File: src/hdl/sai_defs.svh
// Register map, field positions, reset values and timing limits in ns and Hz
// Assumes a 25 MHz system clock; included by bare name
`ifndef SAI_DEFS_SVH
`define SAI_DEFS_SVH

`define SAI_ADDR_FORMAT      8'h33
`define SAI_ADDR_OFFSET      8'h34
`define SAI_ADDR_AGAIN       8'h54
`define SAI_ADDR_STATUS      8'h71

`define SAI_FORMAT_RST       8'h02
`define SAI_OFFSET_RST       8'h00
`define SAI_AGAIN_RST        8'h00
`define SAI_DGAIN_0DB        8'h00

`define SAI_FMT_MSB          5
`define SAI_FMT_LSB          4
`define SAI_SHORT_FS_MSB     3
`define SAI_SHORT_FS_LSB     2
`define SAI_WLEN_MSB         1
`define SAI_WLEN_LSB         0
`define SAI_OFFSET_HI_BIT    7
`define SAI_AGAIN_MSB        4

`define SAI_ST_ERR           0
`define SAI_ST_HALT          1
`define SAI_ST_RATE_LSB      2
`define SAI_ST_RATE_MSB      3

`define SAI_WLEN_16          6'h10
`define SAI_WLEN_20          6'h14
`define SAI_WLEN_24          6'h18
`define SAI_WLEN_32          6'h20

`define SAI_RATIO_32         10'h020
`define SAI_RATIO_64         10'h040
`define SAI_RATIO_128        10'h080
`define SAI_RATIO_256        10'h100
`define SAI_RATIO_512        10'h200

`define SAI_CLK_HZ           25000000
`define SAI_HALT_NS          10000
`define SAI_RATE_CHANGE_NS   100000
`define SAI_FS_MIN_HZ        28000
`define SAI_FS_32_48_HZ      38000
`define SAI_FS_48_96_HZ      70000
`define SAI_FS_MAX_HZ        110000

`endif

File: src/hdl/sai_pkg.sv
// Types shared by the serial audio input port and its users
// Pure type definitions, no logic
package sai_pkg;

    typedef enum logic [1:0] {
        FMT_I2S,
        FMT_LJ,
        FMT_RJ,
        FMT_TDM
    } sai_fmt_e;

    typedef enum logic [1:0] {
        RATE_NONE,
        RATE_32K,
        RATE_48K,
        RATE_96K
    } sai_rate_e;

    typedef enum logic [1:0] {
        LINK_HALTED,
        LINK_ACQUIRE,
        LINK_RUN
    } sai_link_e;

    typedef logic [31:0] sai_sample_t;

endpackage : sai_pkg

File: src/hdl/sai_sync.sv
// Two-flop synchroniser for a group of asynchronous pin inputs
// Assumes the bits are independent levels; no bus coherence
`timescale 1ns/1ps
module sai_sync #(
    parameter int W = 3
) (
    input  wire logic         i_clk,
    input  wire logic         i_rst,
    input  wire logic [W-1:0] i_d,
    output logic      [W-1:0] o_q
);
    logic [W-1:0] meta;

    // First stage feeds only the second stage
    always_ff @(posedge i_clk) begin
        if (i_rst) begin
            meta <= '0;
            o_q  <= '0;
        end else begin
            meta <= i_d;
            o_q  <= meta;
        end
    end
endmodule : sai_sync

File: src/hdl/sai_pwm.sv
// Two-channel complementary PWM modulator
// Assumes offset-binary duty codes loaded once per stereo sample
`timescale 1ns/1ps
module sai_pwm #(
    parameter int W = 8
) (
    input  wire logic         i_clk,
    input  wire logic         i_rst,
    input  wire logic         i_load,
    input  wire logic [W-1:0] i_duty_a,
    input  wire logic [W-1:0] i_duty_b,
    output logic      [3:0]   o_pwm
);
    logic [W-1:0] carrier;
    logic [W-1:0] duty_a;
    logic [W-1:0] duty_b;

    always_ff @(posedge i_clk) begin
        if (i_rst) begin
            carrier <= '0;
        end else begin
            carrier <= carrier + 1'b1;
        end
    end

    // Mid-scale duty after reset keeps both bridge halves balanced
    always_ff @(posedge i_clk) begin
        if (i_rst) begin
            duty_a <= {1'b1, {(W-1){1'b0}}};
            duty_b <= {1'b1, {(W-1){1'b0}}};
        end else if (i_load) begin
            duty_a <= i_duty_a;
            duty_b <= i_duty_b;
        end
    end

    // Order: A+, A-, B+, B-
    always_ff @(posedge i_clk) begin
        if (i_rst) begin
            o_pwm <= 4'h0;
        end else begin
            o_pwm[0] <= (carrier < duty_a);
            o_pwm[1] <= ~(carrier < duty_a);
            o_pwm[2] <= (carrier < duty_b);
            o_pwm[3] <= ~(carrier < duty_b);
        end
    end
endmodule : sai_pwm

File: src/hdl/sai_port.sv
// Serial audio input port: receiver, rate detect, clock-error handling,
// format and gain registers, and the stereo PWM stage it feeds.
// Assumes bit clock, word select and data arrive from an external master
// asynchronous to i_clk and much slower than it.
`timescale 1ns/1ps
`include "sai_defs.svh"
module sai_port #(
    parameter int PWM_W = 8
) (
    input  wire logic                   i_clk,
    input  wire logic                   i_rst,
    input  wire logic                   i_bclk,
    input  wire logic                   i_word_select_frame_sync,
    input  wire logic                   i_serial_data_input,
    input  wire logic                   i_reg_wr,
    input  wire logic                   i_reg_rd,
    input  wire logic [7:0]             i_reg_addr,
    input  wire logic [7:0]             i_reg_wdata,
    output logic      [7:0]             o_reg_rdata,
    output sai_pkg::sai_sample_t        o_left,
    output sai_pkg::sai_sample_t        o_right,
    output logic                        o_sample_valid,
    output sai_pkg::sai_rate_e          o_rate,
    output logic                        o_pll_locked,
    output logic                        o_clock_error,
    output logic      [4:0]             o_analog_gain,
    output logic      [7:0]             o_digital_gain,
    output logic      [3:0]             o_pwm,
    output logic      [3:0]             o_pwm_oe
);
    import sai_pkg::*;

    localparam int HALT_CYC = (`SAI_HALT_NS * (`SAI_CLK_HZ / 1000000)) / 1000;
    localparam int MAX_CYC  = `SAI_CLK_HZ / `SAI_FS_MIN_HZ;
    localparam int C32_48   = `SAI_CLK_HZ / `SAI_FS_32_48_HZ;
    localparam int C48_96   = `SAI_CLK_HZ / `SAI_FS_48_96_HZ;
    localparam int MIN_CYC  = `SAI_CLK_HZ / `SAI_FS_MAX_HZ;
    localparam int IDLE_W   = $clog2(HALT_CYC + 1);

    logic [7:0]          format_reg;
    logic [7:0]          offset_reg;
    logic [7:0]          again_reg;
    logic [7:0]          status;
    logic [2:0]          sy;
    logic                bclk_d;
    logic                bclk_rise;
    logic                bclk_edge;
    logic                ws_prev;
    logic                ws_bound;
    logic                frame_start;
    logic [IDLE_W-1:0]   idle_cnt;
    logic                halted;
    logic [10:0]         frame_clk;
    logic [9:0]          frame_bits;
    logic                frame_lost;
    logic                frame_good;
    sai_rate_e           frame_rate;
    sai_link_e           link;
    sai_fmt_e            fmt;
    logic [5:0]          wlen;
    logic [10:0]         offs;
    logic [10:0]         start;
    logic [10:0]         cur_idx;
    logic [9:0]          bit_idx;
    logic                in_word;
    logic                first_bit;
    logic                last_bit;
    logic                to_right;
    logic [31:0]         acc;
    logic [31:0]         next_acc;
    logic [31:0]         rj_sr;
    logic [5:0]          align;
    logic                load_pwm;

    assign fmt = sai_fmt_e'(format_reg[`SAI_FMT_MSB:`SAI_FMT_LSB]);

    // Register writes; status is read-only
    always_ff @(posedge i_clk) begin
        if (i_rst) begin
            format_reg <= `SAI_FORMAT_RST;
            offset_reg <= `SAI_OFFSET_RST;
            again_reg  <= `SAI_AGAIN_RST;
        end else if (i_reg_wr) begin
            if (i_reg_addr == `SAI_ADDR_FORMAT) begin
                format_reg <= i_reg_wdata;
            end else if (i_reg_addr == `SAI_ADDR_OFFSET) begin
                offset_reg <= i_reg_wdata;
            end else if (i_reg_addr == `SAI_ADDR_AGAIN) begin
                again_reg <= i_reg_wdata;
            end
        end
    end

    always_comb begin
        status = 8'h00;
        status[`SAI_ST_ERR]  = (link != LINK_RUN);
        status[`SAI_ST_HALT] = halted;
        status[`SAI_ST_RATE_MSB:`SAI_ST_RATE_LSB] = o_rate;
    end

    // Registered read; unmapped addresses return zero
    always_ff @(posedge i_clk) begin
        if (i_rst) begin
            o_reg_rdata <= 8'h00;
        end else if (i_reg_rd) begin
            if (i_reg_addr == `SAI_ADDR_FORMAT) begin
                o_reg_rdata <= format_reg;
            end else if (i_reg_addr == `SAI_ADDR_OFFSET) begin
                o_reg_rdata <= offset_reg;
            end else if (i_reg_addr == `SAI_ADDR_AGAIN) begin
                o_reg_rdata <= again_reg;
            end else if (i_reg_addr == `SAI_ADDR_STATUS) begin
                o_reg_rdata <= status;
            end else begin
                o_reg_rdata <= 8'h00;
            end
        end
    end

    always_ff @(posedge i_clk) begin
        if (i_rst) begin
            o_analog_gain  <= 5'h00;
            o_digital_gain <= `SAI_DGAIN_0DB;
        end else begin
            o_analog_gain  <= again_reg[`SAI_AGAIN_MSB:0];
            o_digital_gain <= `SAI_DGAIN_0DB;
        end
    end

    sai_sync #(
        .W (3)
    ) u_sync (
        .i_clk (i_clk),
        .i_rst (i_rst),
        .i_d   ({i_bclk, i_word_select_frame_sync, i_serial_data_input}),
        .o_q   (sy)
    );

    always_ff @(posedge i_clk) begin
        if (i_rst) begin
            bclk_d <= 1'b0;
        end else begin
            bclk_d <= sy[2];
        end
    end

    assign bclk_rise   = sy[2] & ~bclk_d;
    assign bclk_edge   = sy[2] ^ bclk_d;
    assign ws_bound    = bclk_rise & (sy[1] != ws_prev);
    assign frame_start = bclk_rise & sy[1] & ~ws_prev;

    always_ff @(posedge i_clk) begin
        if (i_rst) begin
            ws_prev <= 1'b0;
        end else if (bclk_rise) begin
            ws_prev <= sy[1];
        end
    end

    // Halt seen when the bit clock stops toggling in either level
    always_ff @(posedge i_clk) begin
        if (i_rst) begin
            idle_cnt <= '0;
        end else if (bclk_edge) begin
            idle_cnt <= '0;
        end else if (!halted) begin
            idle_cnt <= idle_cnt + 1'b1;
        end
    end

    assign halted = (idle_cnt == IDLE_W'(HALT_CYC));

    // Frame timing in system clocks and bit clocks, saturating
    always_ff @(posedge i_clk) begin
        if (i_rst) begin
            frame_clk  <= 11'h7FF;
            frame_bits <= 10'h000;
        end else begin
            if (frame_start) begin
                frame_clk <= 11'h000;
            end else if (frame_clk != 11'h7FF) begin
                frame_clk <= frame_clk + 1'b1;
            end
            if (frame_start) begin
                frame_bits <= 10'h001;
            end else if (bclk_rise && frame_bits != 10'h3FF) begin
                frame_bits <= frame_bits + 1'b1;
            end
        end
    end

    // Frame sync stuck while bit clock runs counts as halted clocks
    assign frame_lost = halted || (frame_clk > 11'(MAX_CYC));

    always_comb begin
        if (frame_clk > 11'(MAX_CYC) || frame_clk < 11'(MIN_CYC)) begin
            frame_rate = RATE_NONE;
        end else if (frame_clk > 11'(C32_48)) begin
            frame_rate = RATE_32K;
        end else if (frame_clk > 11'(C48_96)) begin
            frame_rate = RATE_48K;
        end else begin
            frame_rate = RATE_96K;
        end
    end

    always_comb begin
        frame_good = 1'b0;
        if (frame_rate != RATE_NONE) begin
            if (fmt != FMT_TDM) begin
                frame_good = (frame_bits == `SAI_RATIO_32)
                          || (frame_bits == `SAI_RATIO_64);
            end else begin
                frame_good = (frame_bits == `SAI_RATIO_128)
                          || (frame_bits == `SAI_RATIO_256
                              && frame_rate != RATE_32K)
                          || (frame_bits == `SAI_RATIO_512
                              && frame_rate == RATE_48K);
            end
        end
    end

    // Two good frames in a row before the outputs are released
    always_ff @(posedge i_clk) begin
        if (i_rst) begin
            link <= LINK_HALTED;
        end else begin
            case (link)
                LINK_HALTED: begin
                    if (!frame_lost && frame_start && frame_good) begin
                        link <= LINK_ACQUIRE;
                    end
                end
                LINK_ACQUIRE: begin
                    if (frame_lost) begin
                        link <= LINK_HALTED;
                    end else if (frame_start) begin
                        link <= frame_good ? LINK_RUN : LINK_HALTED;
                    end
                end
                LINK_RUN: begin
                    if (frame_lost || (frame_start && !frame_good)) begin
                        link <= LINK_HALTED;
                    end
                end
                default: begin
                    link <= LINK_HALTED;
                end
            endcase
        end
    end

    // Config registers are untouched by a halt, so recovery is automatic
    always_ff @(posedge i_clk) begin
        if (i_rst) begin
            o_pwm_oe      <= 4'h0;
            o_pll_locked  <= 1'b0;
            o_clock_error <= 1'b1;
            o_rate        <= RATE_NONE;
        end else begin
            o_pwm_oe      <= {4{link == LINK_RUN}};
            o_pll_locked  <= (link == LINK_RUN);
            o_clock_error <= (link != LINK_RUN);
            if (frame_lost) begin
                o_rate <= RATE_NONE;
            end else if (frame_start && frame_good) begin
                o_rate <= frame_rate;
            end
        end
    end

    always_comb begin
        case (format_reg[`SAI_WLEN_MSB:`SAI_WLEN_LSB])
            2'h0:    wlen = `SAI_WLEN_16;
            2'h1:    wlen = `SAI_WLEN_20;
            2'h2:    wlen = `SAI_WLEN_24;
            default: wlen = `SAI_WLEN_32;
        endcase
    end

    assign offs    = {2'h0, format_reg[`SAI_OFFSET_HI_BIT], offset_reg};
    assign start   = offs + {10'h000, fmt == FMT_I2S};
    assign cur_idx = ((fmt == FMT_TDM) ? frame_start : ws_bound)
                   ? 11'h000 : {1'b0, bit_idx};
    assign align   = `SAI_WLEN_32 - wlen;

    // Slot window; bits past the word length are dropped
    always_comb begin
        if (fmt == FMT_TDM) begin
            in_word   = cur_idx >= offs && cur_idx < offs + {wlen, 1'b0};
            to_right  = cur_idx >= offs + {5'h00, wlen};
            first_bit = cur_idx == offs
                     || cur_idx == offs + {5'h00, wlen};
            last_bit  = cur_idx == offs + {5'h00, wlen} - 11'h001
                     || cur_idx == offs + {wlen, 1'b0} - 11'h001;
        end else begin
            in_word   = cur_idx >= start
                     && cur_idx < start + {5'h00, wlen};
            to_right  = (fmt == FMT_I2S) ? sy[1] : ~sy[1];
            first_bit = cur_idx == start;
            last_bit  = cur_idx == start + {5'h00, wlen} - 11'h001;
        end
        next_acc = first_bit ? {31'h0, sy[0]} : {acc[30:0], sy[0]};
    end

    always_ff @(posedge i_clk) begin
        if (i_rst) begin
            bit_idx <= 10'h000;
            acc     <= 32'h0;
            rj_sr   <= 32'h0;
        end else if (bclk_rise) begin
            bit_idx <= 10'(cur_idx + 11'h001);
            rj_sr   <= {rj_sr[30:0], sy[0]};
            if (in_word) begin
                acc <= next_acc;
            end
        end
    end

    // Samples left-aligned in 32 bits; right-justified data is taken
    // from the bits before the word-select change
    always_ff @(posedge i_clk) begin
        if (i_rst) begin
            o_left         <= 32'h0;
            o_right        <= 32'h0;
            o_sample_valid <= 1'b0;
            load_pwm       <= 1'b0;
        end else begin
            o_sample_valid <= 1'b0;
            load_pwm       <= 1'b0;
            if (fmt == FMT_RJ) begin
                if (ws_bound && ws_prev) begin
                    o_left <= rj_sr << align;
                end else if (ws_bound) begin
                    o_right        <= rj_sr << align;
                    o_sample_valid <= (link == LINK_RUN);
                    load_pwm       <= 1'b1;
                end
            end else if (bclk_rise && in_word && last_bit) begin
                if (to_right) begin
                    o_right        <= next_acc << align;
                    o_sample_valid <= (link == LINK_RUN);
                    load_pwm       <= 1'b1;
                end else begin
                    o_left <= next_acc << align;
                end
            end
        end
    end

    sai_pwm #(
        .W (PWM_W)
    ) u_pwm (
        .i_clk    (i_clk),
        .i_rst    (i_rst),
        .i_load   (load_pwm),
        .i_duty_a ({~o_left[31], o_left[30:32-PWM_W]}),
        .i_duty_b ({~o_right[31], o_right[30:32-PWM_W]}),
        .o_pwm    (o_pwm)
    );

endmodule : sai_port

File: config.mk
export PLATFORM = sky130hd
export DESIGN_NAME = sai_port
export DESIGN_NICKNAME = d
export VERILOG_FILES = /design/src/hdl/sai_pkg.sv /design/src/hdl/sai_sync.sv /design/src/hdl/sai_pwm.sv /design/src/hdl/sai_port.sv
export VERILOG_INCLUDE_DIRS = /design/src /design/src/hdl
export SDC_FILE = /design/constraint.sdc
export NUM_CORES = 1
export LEC_CHECK = 0
export ABC_AREA = 0
export BUFFER_PORTS_ARGS = -buffer_cell sky130_fd_sc_hd__buf_2
export CAP_MARGIN = 20
export CORE_MARGIN = 10
export CORE_UTILIZATION = 43
export DETAILED_ROUTE_END_ITERATION = 6
export GPL_ROUTABILITY_DRIVEN = 0
export PLACE_DENSITY = 0.68
export RECOVER_POWER = 50
export SLEW_MARGIN = 20
export SYNTH_ARGS = -nofsm -noshare
export SYNTH_HDL_FRONTEND = slang
export SYNTH_HIERARCHICAL = 1
export SYNTH_SLANG_ARGS = --single-unit
File: constraint.sdc
create_clock -name i_clk -period 6.4 [get_ports i_clk]
set_input_delay 0.64 -clock i_clk [delete_from_list [all_inputs] [get_ports i_clk]]
set_output_delay 0.64 -clock i_clk [all_outputs]
set_load 0.05 [all_outputs]
==> flow_summary.yaml, run 1 <==
grt:
  grt_max_degree: 101
  grt_first_pass_wirelength_um: 64100
  grt_antenna_before_repair: 0
  grt_pass1_vias: 12100
  gr-total-overflow: 0
  grt_usage: 0.183
power:
  p_leak_nw: 6.41
  power_density_nw_per_um2: 207
  ir_drop_mv: 0.192
timing:
  fmax_ghz: 0.171
  fin_skew_ns: 0.00981
  finalSetupTns_ns: 0
  drv_slew: 187
  hold_ws_ns: 0.308
  setup-violations-final: 0
  setup_slack_ns: 0.554
  worst_slew_pin_slew_ns: 4.46
  min_period_ns: 5.85
  slew_headroom: -1.97
  rsz0062_at_grt: "false"
  fin_crit_sh: 0.914
  hold_violations: 0
cts:
  post_cts_buffers: 0
  clock_latency_ns: 0.54
  cts_buffers: 27
  cts.sinks: 247
  clk_pin_slew_ns: 0.06
  cts_tree: "yes"
  post_cts_resized: 0
  htree_num_levels: 1
  hold_buffers: 0
  clk_path_buf_depth: 3
  root_buffer: "clkbuf_16"
final_layout:
  fin_util: 0.482
  nets: 1922
  n_antenna_cell: 0
  top_regs: "o_left (32), o_right (32), rj_sr (32)"
  area_growth_pct: 10.5
  drive_above_1_share: 0.0831
  multiInputGateArea_um2: 8940
  fin_cells: 2277
  ff_latch_area_um2: 4940
  fillers: 3216
hold_path:
  hold_path.class: "input port to flop"
floorplan:
  core_um2: 33600
  rows: 67
  io_pins: 121
  start_util: 0.437
  die_h_um: 205
  die_w_um: 205
  dieArea_um2: 41900
worst_setup_path:
  cp-start-kind: "flop"
  worstPathCellList: "buf_4, nor2_1, ha_1, ha_1, nand3_4, xnor2_1, ha_1, and3_1, o21a_1, o221a_2, a221oi_1, ha_1, o2111ai_1, a32oi_1, nor2_4, and4_1, a32oi_4, a211o_2, mux2_2"
  max_stage_delay_ns: 0.81
  crit_path_max_fanout: 31
  crit_buf_inv: 1
  cpMostUsedCell: "ha_1"
  path_class: "flop to flop"
  cp_top_family: "compound AO/OA/AOI/OAI gates"
  crit_arrival_ns: 6.28
  endpoint_kind: "flop"
  crit_path_top_delay_cell: "a211o_2"
  critPathRequiredTime_ns: 6.83
placement:
  io_buffer_count: 112
  dpl_worst_slack_ns: 0.633
  placed_cells: 2227
  dp_hpwl_um: 29900
drt:
  ant_nets: 0
  drt_iter0_markers: 953
  viasPerCell: 5.64
  num_vias: 12800
  routed_wl_um: 40500
  drc: 0
  drt-pass1-iter-count: 6
  wl_per_cell_um: 17.8
synthesis:
  yosys-top-cells-count: "dfxtp_1, nor2_1, nand2_1, mux2i_1, ha_1"
  synth.distinct_cells: 93
  synth_area_um2: 14700
  synth.avg_cell_area_um2: 8.40
  synth_edf_count: 0
  yosysTopAreaCell: "dfxtp_1"
  synth.most_common_cell: "dfxtp_1"
  ys.flop_type: "dfxtp_1"
  seq_area_frac_synth: 0.337
  synth.top_cell.area_share: 0.337
  syn_inst: 1747
  synthTopCellsByArea: "dfxtp_1, ha_1, mux2i_1"
  synth_warnings: 6
  async_reset_ff_frac: 0
  synth_seq_cells: 247
job:
  cap_violations: 2
outcome:
  violations: "max-capacitance violations, max-slew violations"
  status: "finished, violations left"
[layout make-up]
cell class              count  area share
repair buffers            136      0.0388
clock buffers              40      0.0484
clock inverters            10     0.00386
multi-input cells        1318       0.551
well taps                 448      0.0346
inverters                  78      0.0184
flip-flops and latches    247       0.305
[placed cells by master (no fill, tap or decap), drive strengths merged, types with 6 or more instances in the layout]
master and count:
a211o 11, nand2 177, a221oi 7, o31ai 15, conb 8, a211oi 13
a21oi 60, a2111oi 8, or3 11, o22ai 8, nor4 7, xnor2 51
a21o 14, o21a 11, o21ai 64, mux2 27, buf 48, clkbuf 128
mux2i 101, clkinv 8, inv 78, nor2b 75, o211a 6, nand4 21
nor2 199, a22oi 9, dfxtp 247, ha 88, and3 18, o211ai 14
a41oi 8, nand3 58, nand2b 17, a31oi 38, o311ai 6, xor2 32
and2 15, nor3 41, a311oi 12
[worst register-to-register path, stage by stage, from the launching register on]
cell,delay (ns)
dfxtp_1,0.30
buf_4,0.21
nor2_1,0.26
ha_1,0.20
ha_1,0.23
nand3_4,0.13
xnor2_1,0.25
ha_1,0.31
and3_1,0.23
o21a_1,0.22
o221a_2,0.24
a221oi_1,0.59
ha_1,0.24
o2111ai_1,0.11
a32oi_1,0.37
nor2_4,0.04
and4_1,0.19
a32oi_4,0.37
a211o_2,0.81
mux2_2,0.45
[path summary, 6_finish.rpt]
check	startpoint	to	slack (ns)	cells past startpoint
hold / removal	i_word_select_frame_sync	u_sync/meta[1]$_SDFF_PP0_	0.31	2
setup / recovery	format_reg[4]$_SDFFE_PP0P_	o_right[9]$_SDFFE_PP0P_	0.55	19
setup reg to reg	format_reg[4]$_SDFFE_PP0P_	o_right[9]$_SDFFE_PP0P_	0.55	19
hold reg to reg	link[1]$_SDFFE_PP0P_	link[0]$_SDFFE_PP0P_	0.45	1
[kinds of logic after synthesis]
group                    synth area share
flip-flops                          0.337
multiplexers                       0.0922
other                            0.000256
adder cells (fa/ha/maj)            0.0791
AND/OR/NAND/NOR                     0.218
AO/OA/AOI/OAI                       0.163
buffers and inverters              0.0571
XOR/XNOR                           0.0526
[layer usage]
metal / global-route usage / part of all wire / routed length, µm / up-vias
li1: - / - / - / 6256
met1: 0.247 / 0.45 / 18400 / 6092
met2: 0.290 / 0.44 / 17900 / 414
met3: 0.0374 / 0.078 / 3170 / 71
met4: 0.0537 / 0.025 / 1020 / 0
met5: 0 / 0 / 0 / -
[metrics by stage]
step / area (µm²) / power [mW]
6_report: 16200 / 3.36
5_1_grt: 16200 / 3.50
4_1_cts: 16300 / 3.39
3_5_place_dp: 15500 / 1.91
3_3_place_gp: 15500 / 1.91
2_1_floorplan: 14700 / 1.85
[power by group]
group / leakage, nW / internal (mW) / total, mW / switching, mW
combinational: 4.00 / 0.0974 / 0.271 / 0.174
clock: 0.417 / 0.848 / 1.48 / 0.632
sequential: 2.00 / 1.57 / 1.61 / 0.0409
total: 6.41 / 2.51 / 3.36 / 0.847
No activity file was read; power rests on OpenSTA's default activity.
==> inputs of run 2 (changes only) <==
CORE_UTILIZATION = 50   (was 43)
PLACE_DENSITY = 0.76   (was 0.68)
TNS_END_PERCENT = 20   (was default)
==> run 2 against run 1 <==
Compared with the run above:
- critical path depth is 2 higher
- largest cell class unchanged
- via count is 1.3% higher
- the run still ends with max-capacitance violations, max-slew violations left
- total power is 5.2% higher
- critical endpoint is now o_right[4]$_SDFFE_PP0P_
- die area is 13% lower
==> flow_summary.yaml, run 2 (synthesis results as in run 1) <==
drt:
  num_vias: 13000
  met2_length_um: 17200
  viasPerCell: 5.87
  wl_met1_um: 18600
  wl_per_cell_um: 18.0
  drc: 0
  drt-pass1-iter-count: 6
  routed.top_layer: "met4"
  ant_nets: 0
  dr_wl_met3_um: 3230
  drt_iter0_markers: 1357
  routed_wl_um: 39900
worst_setup_path:
  max_stage_delay_ns: 0.63
  cpMostUsedCell: "ha_1"
  worstPathCellList: "nor2_1, ha_1, ha_1, xor2_1, ha_1, inv_1, fa_1, nand2b_1, o2bb2ai_1, or4_4, and2_4, clkinv_4, ha_1, a21o_1, a211oi_1, a32oi_1, nor3_1, a32oi_4, a211o_2, buf_12, a32o_1"
  crit_arrival_ns: 6.13
  crit_path_max_fanout: 20
  critPathRequiredTime_ns: 6.84
  endpoint_kind: "flop"
  path_class: "flop to flop"
  cp-start-kind: "flop"
  crit_buf_inv: 3
  crit_path_top_delay_cell: "a211o_2"
  cp_top_family: "compound AO/OA/AOI/OAI gates"
cts:
  post_cts_resized: 0
  hold_buffers: 0
  clock_latency_ns: 0.57
  cts_buffers: 28
  clk_path_buf_depth: 3
  htree_num_levels: 1
  clk_pin_slew_ns: 0.06
  cts_tree: "yes"
  cts.sinks: 247
  post_cts_buffers: 0
  root_buffer: "clkbuf_16"
floorplan:
  core_um2: 28900
  die_w_um: 191
  start_util: 0.509
  dieArea_um2: 36600
  die_h_um: 191
  io_pins: 121
  rows: 62
final_layout:
  drive_above_1_share: 0.0873
  area_growth_pct: 11.0
  nets: 1925
  final_common_cell: "dfxtp_1"
  fin_util: 0.565
  most-common-layout-cells: "dfxtp_1, nor2_1, nand2_1, mux2i_1, clkbuf_1"
  n_antenna_cell: 0
  fin_cells: 2216
  design_area_um2: 16300
  top_regs: "o_left (32), o_right (32), rj_sr (32)"
grt:
  grt_usage: 0.210
  grt_antenna_before_repair: 0
  gr-total-overflow: 0
  grt_max_degree: 100
  grt_first_pass_wirelength_um: 64600
  grt_pass1_vias: 12400
power:
  p_leak_nw: 6.49
  power_density_nw_per_um2: 217
  power_mw: 3.54
  ir_drop_mv: 0.201
job:
  cap_violations: 3
timing:
  hold_ws_ns: 0.302
  drv_slew: 254
  setup_slack_ns: 0.714
  fmax_ghz: 0.176
  fin_skew_ns: 0.0200
  finalSetupTns_ns: 0
  slew_headroom: -1.58
  setup-violations-final: 0
  hold_violations: 0
  fin_crit_sh: 0.889
  min_period_ns: 5.69
  worst_slew_pin_slew_ns: 3.87
  rsz0062_at_grt: "false"
outcome:
  violations: "max-capacitance violations, max-slew violations"
  status: "finished, violations left"
hold_path:
  hold_path.class: "input port to flop"
placement:
  dp_hpwl_um: 28900
  dpl_worst_slack_ns: 0.713
  placed_cell_area_um2: 15400
  io_buffer_count: 112
  placed_cells: 2165
==> run 2: cell count changes in the layout (fill, tap and decap cells not counted), sizes merged <==
cell / previous run / this run
clkinv: 8 / 11
clkinvlp: 2 / 1
inv: 78 / 75
clkbuf: 128 / 125
buf: 48 / 52
bufinv: 0 / 3
==> run 2: final timing paths <==
check / from / to / slack (ns) / cells past startpoint
setup / recovery: format_reg[5]$_SDFFE_PP0P_ / o_right[4]$_SDFFE_PP0P_ / 0.71 / 21
hold / removal: i_serial_data_input / u_sync/meta[0]$_SDFF_PP0_ / 0.30 / 2
setup reg to reg: format_reg[5]$_SDFFE_PP0P_ / o_right[4]$_SDFFE_PP0P_ / 0.71 / 21
hold reg to reg: u_sync/meta[0]$_SDFF_PP0_ / u_sync/o_q[0]$_SDFF_PP0_ / 0.44 / 1
==> run 2: report_power, final <==
part           internal [mW]  switching, mW  total [mW]
clock                  0.997          0.656        1.65
sequential              1.57         0.0403        1.61
combinational         0.0977          0.177       0.275
==> run 2: layer usage <==
layer	global-route usage	vias up
met5	0	-
met4	0.0595	0
met3	0.0328	72
met2	0.322	558
met1	0.298	6088
li1	-	6281
==> run 2: final cells by class <==
| type | instances | area [µm²] |
|---|---|---|
| tap | 384 | 480 |
| inverter | 78 | 298 |
| clock inverter | 12 | 166 |
| sequential | 247 | 4940 |
| multi-input combinational | 1318 | 8950 |
| fill | 2628 | 12600 |
| clock buffer | 39 | 802 |
| timing repair buffer | 138 | 657 |
==> inputs of run 3 (changes only) <==
SYNTH_HIERARCHICAL = default   (was 1)
==> run 3 against run 2 <==
Compared with the run above:
- the flow still finishes with violations (max-capacitance violations, max-slew violations)
- synthesized cell count decreased by 1.3%
- critical path depth rose by 2
- sequential share of layout area grew 1.2 points
- final area down 3.7%
- routed wire length decreased by 1.5%
- global-route usage rose by 0.054 points
==> flow_summary.yaml, run 3 <==
outcome:
  status: "finished, violations left"
  violations: "max-capacitance violations, max-slew violations"
worst_setup_path:
  crit_arrival_ns: 6.16
  worstPathCellList: "nor2_1, ha_1, ha_1, xor2_1, ha_1, inv_1, fa_1, nand2b_1, a21oi_1, nor3_1, a311oi_1, and3_1, ha_1, a21oi_1, nand2b_1, o211ai_1, a21o_1, o2111a_1, o311ai_1, a21boi_4, nor2_4, buf_4, a31o_1"
  max_stage_delay_ns: 0.49
  crit_path_top_delay_cell: "dfxtp_1"
  endpoint_kind: "flop"
  crit_path_max_fanout: 18
  reg2reg_to: "o_left[17]$_SDFFE_PP0P_"
  r2r-start: "format_reg[4]$_SDFFE_PP0P_"
  path_class: "flop to flop"
  cpMostUsedCell: "ha_1"
  reg2reg_depth: 23
  cp-start-kind: "flop"
  r2r_slack_ns: 0.68
  critPathRequiredTime_ns: 6.85
placement:
  dp_hpwl_um: 28500
  placed_cell_area_um2: 15000
  io_buffer_count: 112
cts:
  cts_tree: "yes"
  clk_path_buf_depth: 3
  post_cts_buffers: 0
  post_cts_resized: 0
  root_buffer: "clkbuf_16"
  htree_num_levels: 1
  hold_buffers: 0
  cts_buffers: 26
  cts.sinks: 247
  clk_pin_slew_ns: 0.06
  clock_latency_ns: 0.56
final_layout:
  fillers: 2586
  area_growth_pct: 9.53
  ff_latch_area_um2: 4940
  top_regs: "o_left (32), o_right (32), rj_sr (32)"
  multiInputGateArea_um2: 8540
  drive_above_1_share: 0.0611
  design_area_um2: 15700
  most-common-layout-cells: "dfxtp_1, nand2_1, nor2_1, a21oi_1, mux2i_1"
  nets: 1878
  n_antenna_cell: 0
  final_common_cell: "dfxtp_1"
synthesis:
  synth.most_common_cell: "dfxtp_1"
  yosys-top-cells-count: "dfxtp_1, nand2_1, nor2_1, a21oi_1, mux2i_1"
  yosysTopAreaCell: "dfxtp_1"
  synth_area_um2: 14300
  synth.distinct_cells: 81
  async_reset_ff_frac: 0
  syn_inst: 1725
  synth.top_cell.area_share: 0.345
  synth_seq_cells: 247
  seq_area_frac_synth: 0.345
  synth_warnings: 0
  synth_edf_count: 0
  synthTopCellsByArea: "dfxtp_1, mux2i_1, ha_1"
  synth.avg_cell_area_um2: 8.31
  ys.flop_type: "dfxtp_1"
floorplan:
  dieArea_um2: 35800
  die_h_um: 189
  die_w_um: 189
  rows: 61
  core_um2: 28000
  io_pins: 121
  start_util: 0.512
hold_path:
  min_to: "u_sync.meta[2]$_SDFF_PP0_"
  min_from: "i_bclk"
  hold_path.class: "input port to flop"
  hold-path-cell-count: 2
timing:
  rsz0062_at_grt: "false"
  slew_headroom: -1.19
  drv_slew: 172
  min_period_ns: 5.72
  fin_crit_sh: 0.894
  fin_skew_ns: 0.0339
  worst_slew_pin_slew_ns: 3.28
  hold_violations: 0
  setup-violations-final: 0
  finalSetupTns_ns: 0
  fmax_ghz: 0.175
drt:
  viasPerCell: 5.86
  num_vias: 12700
  ant_nets: 0
  drt_iter0_markers: 1295
  drt-pass1-iter-count: 5
  drc: 0
  routed_wl_um: 39300
  wl_per_cell_um: 18.2
grt:
  gr-total-overflow: 0
  grt_max_degree: 84
  grt_usage: 0.210
  grt_antenna_before_repair: 0
  grt_pass1_vias: 12400
  grt_first_pass_wirelength_um: 63700
job:
  cap_violations: 3
power:
  power_density_nw_per_um2: 215
  p_leak_nw: 6.07
  ir_drop_mv: 0.187
[run 3: cell types whose count changed after synthesis, moves of 9 or more]
cell     previous run  this run
a211o_1            11         2
a21oi_1            60       120
a31oi_1            38        26
and2_1             13        41
buf_4              17        32
mux2_4             10         0
mux2i_1           101       118
nand3_1            57        96
nor2_1            199       154
nor2b_1            75        36
nor3_1             39        19
o21ai_0            60        35
o21ai_1             1        22
o31ai_1            15         4
[run 3: layout make-up]
type	count	area share
Multi-Input combinational cell	1282	0.544
Timing Repair Buffer	131	0.0388
Tap cell	378	0.0301
Inverter	76	0.0182
Sequential cell	247	0.315
Clock buffer	33	0.0444
Clock inverter	14	0.00980
[run 3: kinds of logic after synthesis]
family	count (synthesis)	synth area share
fa+ha+maj	92	0.0817
compound gates	339	0.153
other cells	1	0.000262
simple gates	630	0.214
buf+inv	203	0.0637
mux	128	0.0903
xor+xnor	85	0.0529
flops	247	0.345
[run 3: report_power, final]
| group | leakage (nW) | switching (mW) | total (mW) | internal [mW] |
|---|---|---|---|---|
| registers | 2.00 | 0.0414 | 1.61 | 1.57 |
| logic | 3.66 | 0.172 | 0.276 | 0.104 |
| clock network | 0.416 | 0.635 | 1.49 | 0.858 |
| total | 6.07 | 0.848 | 3.38 | 2.53 |
[run 3: layer usage]
| metal | GRT usage | part of all wire | vias to the layer above | wire (µm) |
|---|---|---|---|---|
| li1 | - | - | 6073 | - |
| met1 | 0.251 | 0.41 | 5992 | 16200 |
| met2 | 0.360 | 0.47 | 492 | 18500 |
| met3 | 0.0384 | 0.070 | 112 | 2750 |
| met4 | 0.0955 | 0.046 | 0 | 1810 |
| met5 | 0 | 0 | - | 0 |
[run 3: metrics by stage]
stage / setup slack [ns] / hold slack (ns) / instances / total power, mW / utilization
after floorplan: 1.71 / 0.414 / 1732 / 1.86 / -
after CTS: 0.792 / 0.319 / 2161 / 3.40 / 0.565
after detailed placement: 0.853 / 0.426 / 2114 / 1.92 / 0.534
final: 0.681 / 0.321 / 2161 / 3.38 / 0.561
after global placement: 1.07 / 0.437 / 2114 / 1.91 / 0.534
after global routing: 0.295 / 0.343 / 2161 / 3.52 / 0.561
[run 3: worst max path at each step]
stage	start	depth (start not counted)	slack (ns)	end
finish	format_reg[4]$_SDFFE_PP0P_	23	0.68	o_left[17]$_SDFFE_PP0P_
global route	format_reg[4]$_SDFFE_PP0P_	23	0.29	o_left[18]$_SDFFE_PP0P_
global placement	format_reg[4]$_SDFFE_PP0P_	23	1.07	o_left[17]$_SDFFE_PP0P_
detailed placement	format_reg[4]$_SDFFE_PP0P_	23	0.85	o_left[1]$_SDFFE_PP0P_
floorplan	format_reg[4]$_SDFFE_PP0P_	25	1.71	o_left[17]$_SDFFE_PP0P_
CTS	format_reg[4]$_SDFFE_PP0P_	23	0.79	o_left[2]$_SDFFE_PP0P_
[run 3: critical path: cells and delay by family (launching register included)]
kind	cells	cell delay (ns)
xor gates and xnor gates	1	0.22
DFF	1	0.49
adders and majority gates	5	1.31
AOI/OAI and AO/OA	9	2.30
buffers and inverters	2	0.34
and+or+nand+nor	6	0.95
